[config.mk]
export PLATFORM = sky130hd
export DESIGN_NAME = mpc_pin_config
export DESIGN_NICKNAME = d
export VERILOG_FILES = /design/src/hw/mpc_pin_config.v
export VERILOG_INCLUDE_DIRS = /design/src /design/src/hw
export SDC_FILE = /design/constraint.sdc
export NUM_CORES = 1
export LEC_CHECK = 0
export CAP_MARGIN = 30
export CELL_PAD_IN_SITES_DETAIL_PLACEMENT = 1
export CELL_PAD_IN_SITES_GLOBAL_PLACEMENT = 1
export CORE_MARGIN = 4
export CORE_UTILIZATION = 48
export DETAILED_ROUTE_END_ITERATION = 6
export DONT_BUFFER_PORTS = 1
export PLACE_DENSITY_LB_ADDON = 0.2
export SLEW_MARGIN = 40
export SYNTH_ARGS = -nofsm -noshare
export SYNTH_HDL_FRONTEND = slang
export SYNTH_SLANG_ARGS = --single-unit
[constraint.sdc]
create_clock -name ref_clk -period 4.2 [get_ports ref_clk]
set_input_delay 0.42 -clock ref_clk [delete_from_list [all_inputs] [get_ports ref_clk]]
set_output_delay 0.42 -clock ref_clk [all_outputs]
set_load 0.05 [all_outputs]
[src/hw/mpc_defs.vh]
// Constants for the multi-function pin configuration block.
// Included by the design file; definitions only.
`ifndef MPC_DEFS_VH
`define MPC_DEFS_VH
// Register byte offsets (one aligned 32-bit word each)
`define MPC_OFS_LINE1 8'h00
`define MPC_OFS_LINE2 8'h04
`define MPC_OFS_LINE3 8'h08
`define MPC_OFS_GROUP 8'h0C
`define MPC_OFS_AVG 8'h10
`define MPC_OFS_AMODE 8'h14
`define MPC_OFS_DUPLEX 8'h18
`define MPC_OFS_STATUS 8'h1C
`define MPC_OFS_CMD 8'h20
// Largest legal codes
`define MPC_LINE12_MAX 5'h04
`define MPC_LINE3_MAX 5'h14
`define MPC_GROUP_MAX 2'h1
`define MPC_AVG_MAX 2'h3
`define MPC_AMODE_MAX 2'h2
// Reset values
`define MPC_RST_CODE 5'h00
`define MPC_RST_GROUP 1'h0
`define MPC_RST_AVG 2'h0
`define MPC_RST_AMODE 2'h0
// Line 1/2 codes
`define MPC_L_UNUSED 5'h00
`define MPC_L_AIN 5'h01
`define MPC_L_SELFTEST 5'h02
`define MPC_L_AOUT 5'h03
`define MPC_L_ID 5'h04
// Line 3 codes
`define MPC_C_AIN 5'h01
`define MPC_C_AOUT 5'h03
`define MPC_C_ID 5'h04
`define MPC_C_DONE 5'h05
`define MPC_C_LOW 5'h06
`define MPC_C_HIGH 5'h07
`define MPC_C_HEAT_FIRST 5'h08
`define MPC_C_HEAT_LAST 5'h0D
`define MPC_C_SINGLE 5'h0E
`define MPC_C_CONT 5'h0F
`define MPC_C_BURST_HI 5'h10
`define MPC_C_BURST_LO 5'h11
`define MPC_C_DIR 5'h12
`define MPC_C_HSTAT 5'h13
`define MPC_C_HSTAT_HOUSING 5'h14
// Analog output modes
`define MPC_AMODE_VOLT 2'h0
`define MPC_AMODE_CURR 2'h1
`define MPC_AMODE_OFF 2'h2
// Thresholds
`define MPC_FILL_PCT 7'h50
`define MPC_DIR_LIMIT 9'h0AA
// Timing: trigger pulse least 1 us, burst pulse under 10 ms
`define MPC_CLK_HZ 50000000
`define MPC_PULSE_MIN_NS 1000
`define MPC_BURST_MAX_MS 10
`define MPC_ADC_FULL 16'hFFFF
`endif

[src/hw/mpc_pin_config.v]
// Multi-function connector line configuration with Avalon-MM register slave.
// Assumes all inputs are synchronous to ref_clk and a measurement engine
// that consumes the start pulses and reports its end.
// Notes on behaviour
// - Line one and two function writes are taken only in half duplex.
// - Line one code 0..4, reset 0; code 4 is identification bit 0.
// - Line one analog input sampled to 16 bits; disables speed analog output.
// - Code 2 reads back own speed output; line open, voltage mode needed.
// - Line two code 0..4, reset 0, mirrors line one for direction, id bit 1.
// - Line three function applies in half and full duplex alike.
// - Line three analog input gives 16-bit reading, top value 65535.
// - Line three: 2 reserved, 3 temperature output, 4 id bit 2.
// - Code 5 drives high once averaging buffer first exceeds 80 percent.
// - Code 6 drives low, code 7 drives high.
// - Codes 8..13 heating input; even active high; 10..13 add pulls.
// - Code 14 starts one measurement per rising edge; pulse over 1 us.
// - Code 15 starts continuous on rising edge; rewriting 15 stops it.
// - Code 16 pulse under 10 ms starts burst; held high restarts bursts.
// - Code 17 pull-up, low level starts burst; held low restarts bursts.
// - Code 18 drives high while direction below 170 degrees.
// - Codes 19, 20 output heating status; range ends at 20.
// - Output group 0 gives velocity components, 1 speed, direction, temperature.
// - Signed components centre at mid-scale; temperature fixed scaling.
// - Averaging method 0..3, reset 0; 3 vector speed, scalar angle.
// - Output mode changes only in half duplex; switches all lines.
// - Mode 0 voltage, 1 current, 2 disables calculation when all lines 0.
//
// Added by the designer: the placing of the registers and the Avalon-MM interface to the registers.
`include "mpc_defs.vh"
module mpc_pin_config #(
  parameter BURST_MAX_CYCLES = `MPC_BURST_MAX_MS * (`MPC_CLK_HZ / 1000)
) (
  input wire ref_clk,
  input wire reset,
  input wire [7:0] avs_address,
  input wire avs_read,
  input wire avs_write,
  input wire [31:0] avs_writedata,
  input wire [3:0] avs_byteenable,
  output reg [31:0] avs_readdata,
  output reg avs_waitrequest,
  input wire line_three_in,
  input wire [15:0] adc_sample,
  input wire [6:0] buffer_fill_pct,
  input wire [8:0] wind_direction,
  input wire heating_on,
  input wire measurement_done,
  output reg line_three_out_ff,
  output reg line_three_oe_ff,
  output reg line_three_pullup_ff,
  output reg line_three_pulldown_ff,
  output reg [15:0] aux_reading_ff,
  output reg [2:0] external_unit_id_ff,
  output reg heat_request_ff,
  output reg single_start_ff,
  output reg cont_run_ff,
  output reg burst_start_ff,
  output reg speed_aout_en_ff,
  output reg dir_aout_en_ff,
  output reg temp_aout_en_ff,
  output reg analog_calc_en_ff,
  output reg [1:0] conv_slots_ff
);
  localparam integer PULSE_MIN_CYC = (`MPC_PULSE_MIN_NS * (`MPC_CLK_HZ / 1000000) + 999) / 1000;
  localparam integer BURST_MAX_INT = BURST_MAX_CYCLES - 1;
  localparam CW = 24;
  // Counters saturate, so 24 bits cover the 10 ms burst limit with room to spare
  localparam [CW-1:0] BURST_MAX = BURST_MAX_INT[CW-1:0];
  localparam [CW-1:0] PULSE_MIN = PULSE_MIN_CYC[CW-1:0];
  // Bus answer states, one-hot
  localparam [1:0] ST_IDLE = 2'b01;
  localparam [1:0] ST_DONE = 2'b10;

  reg [4:0] line_one_function_ff;
  reg [4:0] line_two_function_ff;
  reg [4:0] line_three_function_ff;
  reg analog_output_group_ff;
  reg [1:0] averaging_method_ff;
  reg [1:0] analog_output_mode_ff;
  reg duplex_selection_ff;
  reg reject_ff;
  reg [1:0] state_ff;
  reg in_prev_ff;
  reg done_seen_ff;
  reg [CW-1:0] high_cnt_ff;
  reg burst_armed_ff;

  wire [7:0] addr = avs_address;
  wire wr_lo = avs_write && avs_byteenable[0] && state_ff == ST_IDLE;
  wire [4:0] wcode = avs_writedata[4:0];
  wire code_fits5 = avs_writedata[31:5] == 27'h0;

  function is_heat;
    input [4:0] c;
    begin
      is_heat = c >= `MPC_C_HEAT_FIRST && c <= `MPC_C_HEAT_LAST;
    end
  endfunction

  function is_analog;
    input [4:0] c;
    begin
      is_analog = c == `MPC_L_AIN || c == `MPC_L_SELFTEST || c == `MPC_L_AOUT;
    end
  endfunction

  wire fall = !line_three_in && in_prev_ff;
  wire all_zero = line_one_function_ff == `MPC_RST_CODE && line_two_function_ff == `MPC_RST_CODE &&
    line_three_function_ff == `MPC_RST_CODE;
  wire any_analog = is_analog(line_one_function_ff) || is_analog(line_two_function_ff) ||
    line_three_function_ff == `MPC_C_AIN || line_three_function_ff == `MPC_C_AOUT;

  // Bus slave: one wait state, then answer; writes take effect at the answer edge
  always @(posedge ref_clk or posedge reset) begin
    if (reset) begin
      state_ff <= ST_IDLE;
      avs_waitrequest <= 1'b1;
      avs_readdata <= 32'h0;
    end else begin
      case (state_ff)
        ST_IDLE: begin
          if (avs_read || avs_write) begin
            state_ff <= ST_DONE;
            avs_waitrequest <= 1'b0;
            avs_readdata <= 32'h0;
            if (avs_read) begin
              if (addr == `MPC_OFS_LINE1) begin
                avs_readdata <= {27'h0, line_one_function_ff};
              end else if (addr == `MPC_OFS_LINE2) begin
                avs_readdata <= {27'h0, line_two_function_ff};
              end else if (addr == `MPC_OFS_LINE3) begin
                avs_readdata <= {27'h0, line_three_function_ff};
              end else if (addr == `MPC_OFS_GROUP) begin
                avs_readdata <= {31'h0, analog_output_group_ff};
              end else if (addr == `MPC_OFS_AVG) begin
                avs_readdata <= {30'h0, averaging_method_ff};
              end else if (addr == `MPC_OFS_AMODE) begin
                avs_readdata <= {30'h0, analog_output_mode_ff};
              end else if (addr == `MPC_OFS_DUPLEX) begin
                avs_readdata <= {31'h0, duplex_selection_ff};
              end else if (addr == `MPC_OFS_STATUS) begin
                avs_readdata <= {10'h0, reject_ff, cont_run_ff, done_seen_ff, external_unit_id_ff, aux_reading_ff};
              end
            end
          end
        end
        default: begin
          state_ff <= ST_IDLE;
          avs_waitrequest <= 1'b1;
        end
      endcase
    end
  end

  // Parameter registers; out-of-range or duplex-locked writes keep the old value
  always @(posedge ref_clk or posedge reset) begin
    if (reset) begin
      line_one_function_ff <= `MPC_RST_CODE;
      line_two_function_ff <= `MPC_RST_CODE;
      line_three_function_ff <= `MPC_RST_CODE;
      analog_output_group_ff <= `MPC_RST_GROUP;
      averaging_method_ff <= `MPC_RST_AVG;
      analog_output_mode_ff <= `MPC_RST_AMODE;
      duplex_selection_ff <= 1'b0;
      reject_ff <= 1'b0;
    end else if (wr_lo) begin
      reject_ff <= 1'b0;
      if (addr == `MPC_OFS_LINE1) begin
        if (duplex_selection_ff && code_fits5 && wcode <= `MPC_LINE12_MAX) begin
          line_one_function_ff <= wcode;
        end else begin
          reject_ff <= 1'b1;
        end
      end else if (addr == `MPC_OFS_LINE2) begin
        if (duplex_selection_ff && code_fits5 && wcode <= `MPC_LINE12_MAX) begin
          line_two_function_ff <= wcode;
        end else begin
          reject_ff <= 1'b1;
        end
      end else if (addr == `MPC_OFS_LINE3) begin
        if (code_fits5 && wcode <= `MPC_LINE3_MAX) begin
          line_three_function_ff <= wcode;
        end else begin
          reject_ff <= 1'b1;
        end
      end else if (addr == `MPC_OFS_GROUP) begin
        if (avs_writedata[31:1] == 31'h0) begin
          analog_output_group_ff <= avs_writedata[0];
        end else begin
          reject_ff <= 1'b1;
        end
      end else if (addr == `MPC_OFS_AVG) begin
        if (avs_writedata[31:2] == 30'h0) begin
          averaging_method_ff <= avs_writedata[1:0];
        end else begin
          reject_ff <= 1'b1;
        end
      end else if (addr == `MPC_OFS_AMODE) begin
        if (duplex_selection_ff && avs_writedata[31:2] == 30'h0 &&
            avs_writedata[1:0] <= `MPC_AMODE_MAX) begin
          analog_output_mode_ff <= avs_writedata[1:0];
        end else begin
          reject_ff <= 1'b1;
        end
      end else if (addr == `MPC_OFS_DUPLEX) begin
        // Full duplex needs lines one and two unused
        if (avs_writedata[0] || (line_one_function_ff == `MPC_L_UNUSED &&
            line_two_function_ff == `MPC_L_UNUSED)) begin
          duplex_selection_ff <= avs_writedata[0];
        end else begin
          reject_ff <= 1'b1;
        end
      end
    end
  end

  wire rewrite_cont = wr_lo && addr == `MPC_OFS_LINE3 && code_fits5 && wcode == `MPC_C_CONT;

  // Line three behaviour
  always @(posedge ref_clk or posedge reset) begin
    if (reset) begin
      in_prev_ff <= 1'b0;
      done_seen_ff <= 1'b0;
      high_cnt_ff <= {CW{1'b0}};
      burst_armed_ff <= 1'b0;
      line_three_out_ff <= 1'b0;
      line_three_oe_ff <= 1'b0;
      line_three_pullup_ff <= 1'b0;
      line_three_pulldown_ff <= 1'b0;
      heat_request_ff <= 1'b0;
      single_start_ff <= 1'b0;
      cont_run_ff <= 1'b0;
      burst_start_ff <= 1'b0;
      external_unit_id_ff <= 3'h0;
      aux_reading_ff <= 16'h0;
    end else begin
      in_prev_ff <= line_three_in;
      single_start_ff <= 1'b0;
      burst_start_ff <= 1'b0;
      if (buffer_fill_pct > `MPC_FILL_PCT) begin
        done_seen_ff <= 1'b1;
      end
      if (line_three_in) begin
        high_cnt_ff <= (high_cnt_ff == {CW{1'b1}}) ? high_cnt_ff : high_cnt_ff + 1'b1;
      end else begin
        high_cnt_ff <= {CW{1'b0}};
      end
      line_three_oe_ff <= line_three_function_ff == `MPC_C_DONE || line_three_function_ff == `MPC_C_LOW ||
        line_three_function_ff == `MPC_C_HIGH || line_three_function_ff >= `MPC_C_DIR;
      line_three_pullup_ff <= line_three_function_ff == 5'h0A || line_three_function_ff == 5'h0D ||
        line_three_function_ff == `MPC_C_BURST_LO;
      line_three_pulldown_ff <= line_three_function_ff == 5'h0B || line_three_function_ff == 5'h0C ||
        line_three_function_ff == `MPC_C_SINGLE || line_three_function_ff == `MPC_C_CONT ||
        line_three_function_ff == `MPC_C_BURST_HI;
      case (line_three_function_ff)
        `MPC_C_DONE: line_three_out_ff <= done_seen_ff;
        `MPC_C_HIGH: line_three_out_ff <= 1'b1;
        `MPC_C_DIR: line_three_out_ff <= wind_direction < `MPC_DIR_LIMIT;
        `MPC_C_HSTAT: line_three_out_ff <= heating_on;
        `MPC_C_HSTAT_HOUSING: line_three_out_ff <= heating_on;
        default: line_three_out_ff <= 1'b0;
      endcase
      // Even codes sense active high, odd codes inverted
      heat_request_ff <= is_heat(line_three_function_ff) &&
        (line_three_in ^ line_three_function_ff[0]);
      // Trigger fires once the high level has lasted the least pulse time
      if (line_three_function_ff == `MPC_C_SINGLE && line_three_in && high_cnt_ff == PULSE_MIN - 1'b1) begin
        single_start_ff <= 1'b1;
      end
      if (rewrite_cont && line_three_function_ff == `MPC_C_CONT) begin
        cont_run_ff <= 1'b0;
      end else if (line_three_function_ff != `MPC_C_CONT) begin
        cont_run_ff <= 1'b0;
      end else if (line_three_in && high_cnt_ff == PULSE_MIN - 1'b1) begin
        cont_run_ff <= 1'b1;
      end
      // Burst: short high pulse (or low level for 17) starts; a held level restarts on done
      if (line_three_function_ff == `MPC_C_BURST_HI) begin
        if (fall && high_cnt_ff <= BURST_MAX) begin
          burst_start_ff <= 1'b1;
        end else if (line_three_in && high_cnt_ff > BURST_MAX && (high_cnt_ff == BURST_MAX + 1'b1 ||
            measurement_done)) begin
          burst_start_ff <= 1'b1;
        end
        burst_armed_ff <= 1'b0;
      end else if (line_three_function_ff == `MPC_C_BURST_LO) begin
        if (!line_three_in && (in_prev_ff || !burst_armed_ff || measurement_done)) begin
          burst_start_ff <= 1'b1;
        end
        burst_armed_ff <= !line_three_in;
      end else begin
        burst_armed_ff <= 1'b0;
      end
      if (line_three_function_ff == `MPC_C_ID) begin
        external_unit_id_ff[2] <= line_three_in;
      end
      // Line one/two id bits arrive through the shared converter sample MSB
      if (line_one_function_ff == `MPC_L_ID) begin
        external_unit_id_ff[0] <= adc_sample[15];
      end
      if (line_two_function_ff == `MPC_L_ID) begin
        external_unit_id_ff[1] <= adc_sample[15];
      end
      // One shared converter, so every analog input mode feeds the same reading
      if (line_three_function_ff == `MPC_C_AIN || is_analog(line_one_function_ff) &&
          line_one_function_ff != `MPC_L_AOUT || is_analog(line_two_function_ff) &&
          line_two_function_ff != `MPC_L_AOUT) begin
        aux_reading_ff <= adc_sample;
      end
    end
  end

  // Analog output enables; a line in analog input mode frees its output
  always @(posedge ref_clk or posedge reset) begin
    if (reset) begin
      speed_aout_en_ff <= 1'b0;
      dir_aout_en_ff <= 1'b0;
      temp_aout_en_ff <= 1'b0;
      analog_calc_en_ff <= 1'b1;
      conv_slots_ff <= 2'h0;
    end else begin
      speed_aout_en_ff <= analog_output_mode_ff != `MPC_AMODE_OFF &&
        (line_one_function_ff == `MPC_L_AOUT || line_one_function_ff == `MPC_L_SELFTEST);
      dir_aout_en_ff <= analog_output_mode_ff != `MPC_AMODE_OFF &&
        (line_two_function_ff == `MPC_L_AOUT || line_two_function_ff == `MPC_L_SELFTEST);
      temp_aout_en_ff <= analog_output_mode_ff != `MPC_AMODE_OFF &&
        line_three_function_ff == `MPC_C_AOUT;
      analog_calc_en_ff <= !(analog_output_mode_ff == `MPC_AMODE_OFF && all_zero) || any_analog;
      // Each line set to analog output code 3 adds one conversion slot of about 5 ms, whatever the output mode
      conv_slots_ff <= {1'b0, line_one_function_ff == `MPC_L_AOUT} + {1'b0, line_two_function_ff == `MPC_L_AOUT} +
        {1'b0, line_three_function_ff == `MPC_C_AOUT};
    end
  end
endmodule // mpc_pin_config

== Yosys cells after proc, flatten, opt, wreduce, memory -nomap -nowiden ==
Cells that the tools add are included.
Word-level totals
  register bits: 117
Cells by class
  $add $sub $neg: 3
  $lt $le $gt $ge: 10
  eq/ne operators: 44
  mux-type cells: 40
  bitwise operators: 7
  reduce and logical (&&, ||, !) cells: 75
Operators with widths (count)
  22-bit 2-to-1 mux: 9
  24-bit 2-to-1 mux: 2
  5-bit by 4-bit == test with 1-bit output (second input constant): 7
  8-bit by 5-bit == test with 1-bit output (second input constant): 4
  31-bit zero test: 1
  5-bit by 3-bit == test with 1-bit output (second input constant): 6
  30-bit zero test: 1
  1-bit logical AND: 29
  27-bit zero test: 1
  1-bit logical OR: 26
  1-bit 2-to-1 mux: 26
  5-bit by 2-bit == test with 1-bit output (second input constant): 5
  5-bit == test (second input constant): 5
  24-bit by 1-bit adder with 24-bit output (second input constant): 1
  24-bit by 19-bit == test with 1-bit output (second input constant): 1
  24-bit == test (second input constant): 1
  24-bit by 6-bit == test with 1-bit output (second input constant): 1
  24-bit by 19-bit > comparator with 1-bit output (second input constant): 1
  24-bit by 19-bit less-or-equal comparator with 1-bit output (second input constant): 1
  8-bit by 4-bit == test with 1-bit output (second input constant): 2
  5-bit by 1-bit == test with 1-bit output (second input constant): 3
  5-bit zero test: 3
  5-bit by 2-bit inequality test with 1-bit output (second input constant): 2
  9-bit by 8-bit < comparator with 1-bit output (second input constant): 1
  31 further kinds: 40

== Depth between registers and ports, before layout ==
  word-level depth: 11
  gate-level depth with buffers: 7

== Worst setup path after synthesis ==
Ideal clock, no wire load.
  path kind: register to register
  from: reg state_ff[0]
  to: reg analog_output_mode_ff[0]
  data arrival time: 1940 ps
  slack: 2135 ps
  cell stages (with the launch flop): 6
  clock period less this slack: 2065 ps
  cell sequence: dfstp_2 and4b_1 nand4_1 nor4_1 nand4_1 mux2_2
On the way
  word-level cells in the longest chain between the ends: 3
Ends and longest elaborated chain
  start: declaration: RTL line mpc_pin_config.v:82  | reg [1:0] state_ff;
  start signal: assignment: RTL line mpc_pin_config.v:116  | state_ff <= ST_IDLE;
  start signal: assignment: RTL line mpc_pin_config.v:123  | state_ff <= ST_DONE;
  start signal: assignment: RTL line mpc_pin_config.v:148  | state_ff <= ST_IDLE;
  2-bit by 1-bit == test with 1-bit output: RTL line mpc_pin_config.v:89  | wire wr_lo = avs_write && avs_byteenable[0] && state_ff == ST_IDLE;
  1-bit logical AND: RTL line mpc_pin_config.v:89
  8-bit AND reduction (no line)
  end signal: assignment: RTL line mpc_pin_config.v:163  | analog_output_mode_ff <= `MPC_RST_AMODE;
  end signal: assignment: RTL line mpc_pin_config.v:201  | analog_output_mode_ff <= avs_writedata[1:0];
  end: declaration: RTL line mpc_pin_config.v:79  | reg [1:0] analog_output_mode_ff;
No other way between the ends.
A chain may end at the register's enable or synchronous reset.

== Final worst setup path ==
  from: reg state_ff[0]
  to: reg line_three_function_ff[2]
On the way
  word-level cells in the longest chain between the ends: 3
Ends and longest elaborated chain
  2-bit by 1-bit == test with 1-bit output: RTL line mpc_pin_config.v:89
  1-bit logical AND: RTL line mpc_pin_config.v:89
  5-bit AND reduction (no line)
  end signal: assignment: RTL line mpc_pin_config.v:160  | line_three_function_ff <= `MPC_RST_CODE;
  end signal: assignment: RTL line mpc_pin_config.v:182  | line_three_function_ff <= wcode;
  end: declaration: RTL line mpc_pin_config.v:76  | reg [4:0] line_three_function_ff;
No other way between the ends.

==> metrics.cfg <==
[power]
p_total_mw=1.918
ir_drop_mv=0.1686
p_leak_nw=2.408
powerDensity_nw_per_um2=342.2

[setup_path]
worstSetupStartpoint=state_ff[0]
start_kind=register
worstSetupPathType=reg2reg
r2r_slack_ns=1.83
cp.arrival_ns=2.64
endpoint_kind=register
required_ns=4.48
timing.rr.start=state_ff[0]
r2r_cells=5
worst-path-max-fanout=5

[yosys]
yosysSeqAreaShare_pct=50.09
async_flop_share_pct=100.0
yosysMostFrequentCell=dfrtp_1
ys_ff_latch=106
synth-edff-count=0
yosysTopAreaCell=dfrtp_1
synthDominantCellAreaShare_pct=49.10
synth_area_leaders=dfrtp_1 (49%), mux2_2 (7.2%), a22o_1 (3.8%), nand2_1 (3.3%), mux2i_1 (2.1%)
avgSynthCellArea_um2=10.50
netlist-cell-type-count=62
synth.cell_area_um2=5300
synthTopCellsByCount=dfrtp_1 (104), nand2_1 (47), mux2_2 (34)
synth-main-ff-cell=dfrtp_1
synth_cells=505
yosys_warnings=0

[route]
top_layer=met4
wl_met2_um=6381
totalWireLength_um=13880
wl_per_cell_um=21.65
drt-vias-per-instance=6.315
drtIter0Drc=359
met3_length_um=1123
remaining_drc_errors=0
ant_nets=0
met1Wirelength_um=6199
dr.pass1.iters=5
num_vias=4048

[die]
rows=38
fp.dieArea_um2=12790
core_area_um2=10840
dieHeight_um=113.1
dieWidth_um=113.1
start_util_pct=48.89
ios=149

[timing]
drv_slew=0
setup_viol=0
finalClockSkew_ns=0.01574
fmax_mhz=422.8
tightest_slew_ns=0.6691
whs_ns=0.0006911
fin_crit_ns=2.365
setup_ws_ns=1.835
hold_viol_final=0
setup_tns_ns=0
rsz0062_at_grt=false
timing.final.crit_share_pct=56.31
slew_headroom_pct=54.99

[placement]
placed_area_um2=5396
gp_congestion=0.8443
post-place-ws_ns=1.660
dp_hpwl_um=10120
portBuffers=0
place_inst=625

[layout]
final_nets=583
final_util_pct=51.70
syn_to_final_growth_pct=5.736
drive_gt1_share_pct=12.57
fillCellCount=1203
finalInstanceArea_um2=5604
instances_no_fill=641
num_antenna_cells=0

[status]
status=finished clean

[global_routing]
grt_pass1_wl_um=22290
track_usage_pct=21.91
grt_max_degree=78
grt_overflow=0
grt_pass1_vias=4121
antenna_found_initial=0

[cts]
cts_sinks=106
clk_pin_slew_ns=0.12
postCtsSetupRepairBufs=0
clk_latency_ns=0.39
cts_buffer_depth=2
cts_tree=yes
cts-root-buf=clkbuf_8
cts_made_buffers=9
holdBufCountCts=0
cts_max_level=3
cts_resized=0

[run]
maxCapViolations=0

[min_path]
hold_path_class=in2async

-- power breakdown --
group	switching [mW]	total, mW	internal [mW]
combinational	0.114	0.156	0.0416
sequential	0.0771	1.13	1.05
clock	0.397	0.633	0.236
-- final timing paths --
| kind | to |
|---|---|
| min in group ref_clk | in_prev_ff |
| worst min-delay path | aux_reading_ff[10] |
| worst max register to register | line_three_function_ff[2] |
| worst min register to register | averaging_method_ff[0] |
| max in group asynchronous | line_three_function_ff[1] |
| worst max-delay path | line_three_function_ff[2] |
-- cells by family (layout without fill, tap and decap cells) --
group | count (synthesis) | count (layout) | synth area share (%)
and+or+nand+nor | 189 | 189 | 19.62
AOI/OAI and AO/OA | 102 | 102 | 13.83
muxes | 46 | 46 | 9.726
xor gates and xnor gates | 6 | 6 | 0.9915
adders and majority gates | 4 | 4 | 1.086
other | 1 | 10 | 0.07075
DFF | 106 | 106 | 50.09
buffers and inverters | 51 | 38 | 4.580
-- area by class of cell --
class / count / area [µm²] / area share, %
Clock buffer: 9 / 123.9 / 2.210
Clock inverter: 7 / 77.57 / 1.384
Inverter: 20 / 80.08 / 1.429
Multi-Input combinational cell: 357 / 2474 / 44.14
Sequential cell: 106 / 2655 / 47.38
Tap cell: 140 / 175.2 / 3.126
Timing Repair Buffer: 2 / 18.77 / 0.3349
-- state kept, by name (all words and copies together), names as in the netlist, 2 cells and up --
register	count
line_two_function_ff	5
state_ff	2
high_cnt_ff	24
line_three_function_ff	5
aux_reading_ff	16
analog_output_mode_ff	2
line_one_function_ff	5
averaging_method_ff	2
conv_slots_ff	2
avs_readdata	22
external_unit_id_ff	3
-- critical path, cell delays in order (launching register included) --
cell,delay [ns]
dfstp_2,0.71
and4b_1,0.32
nand4_1,0.14
nor3_1,0.35
nand4b_1,0.35
mux2_2,0.37
-- layout by cell type, fill, tap and decap left out, drive strengths merged, types with 8 or more instances in the layout --
cell type,n
dfrtp,104
nand2,47
mux2,34
nor2,25
inv,24
a22o,23
o21ai,20
nor4,18
nor3,16
nand4,15
a21oi,15
mux2i,11
nand3,11
or3,10
conb,10
clkbuf,9
and2,8
-- routing by layer --
layer / up-vias / global-route usage [%]
li1: 1841 / -
met5: - / 0
met3: 18 / 6.203
met2: 167 / 31.99
met1: 2022 / 31.66
met4: 0 / 7.051
Power figures use the tool's default switching activity.
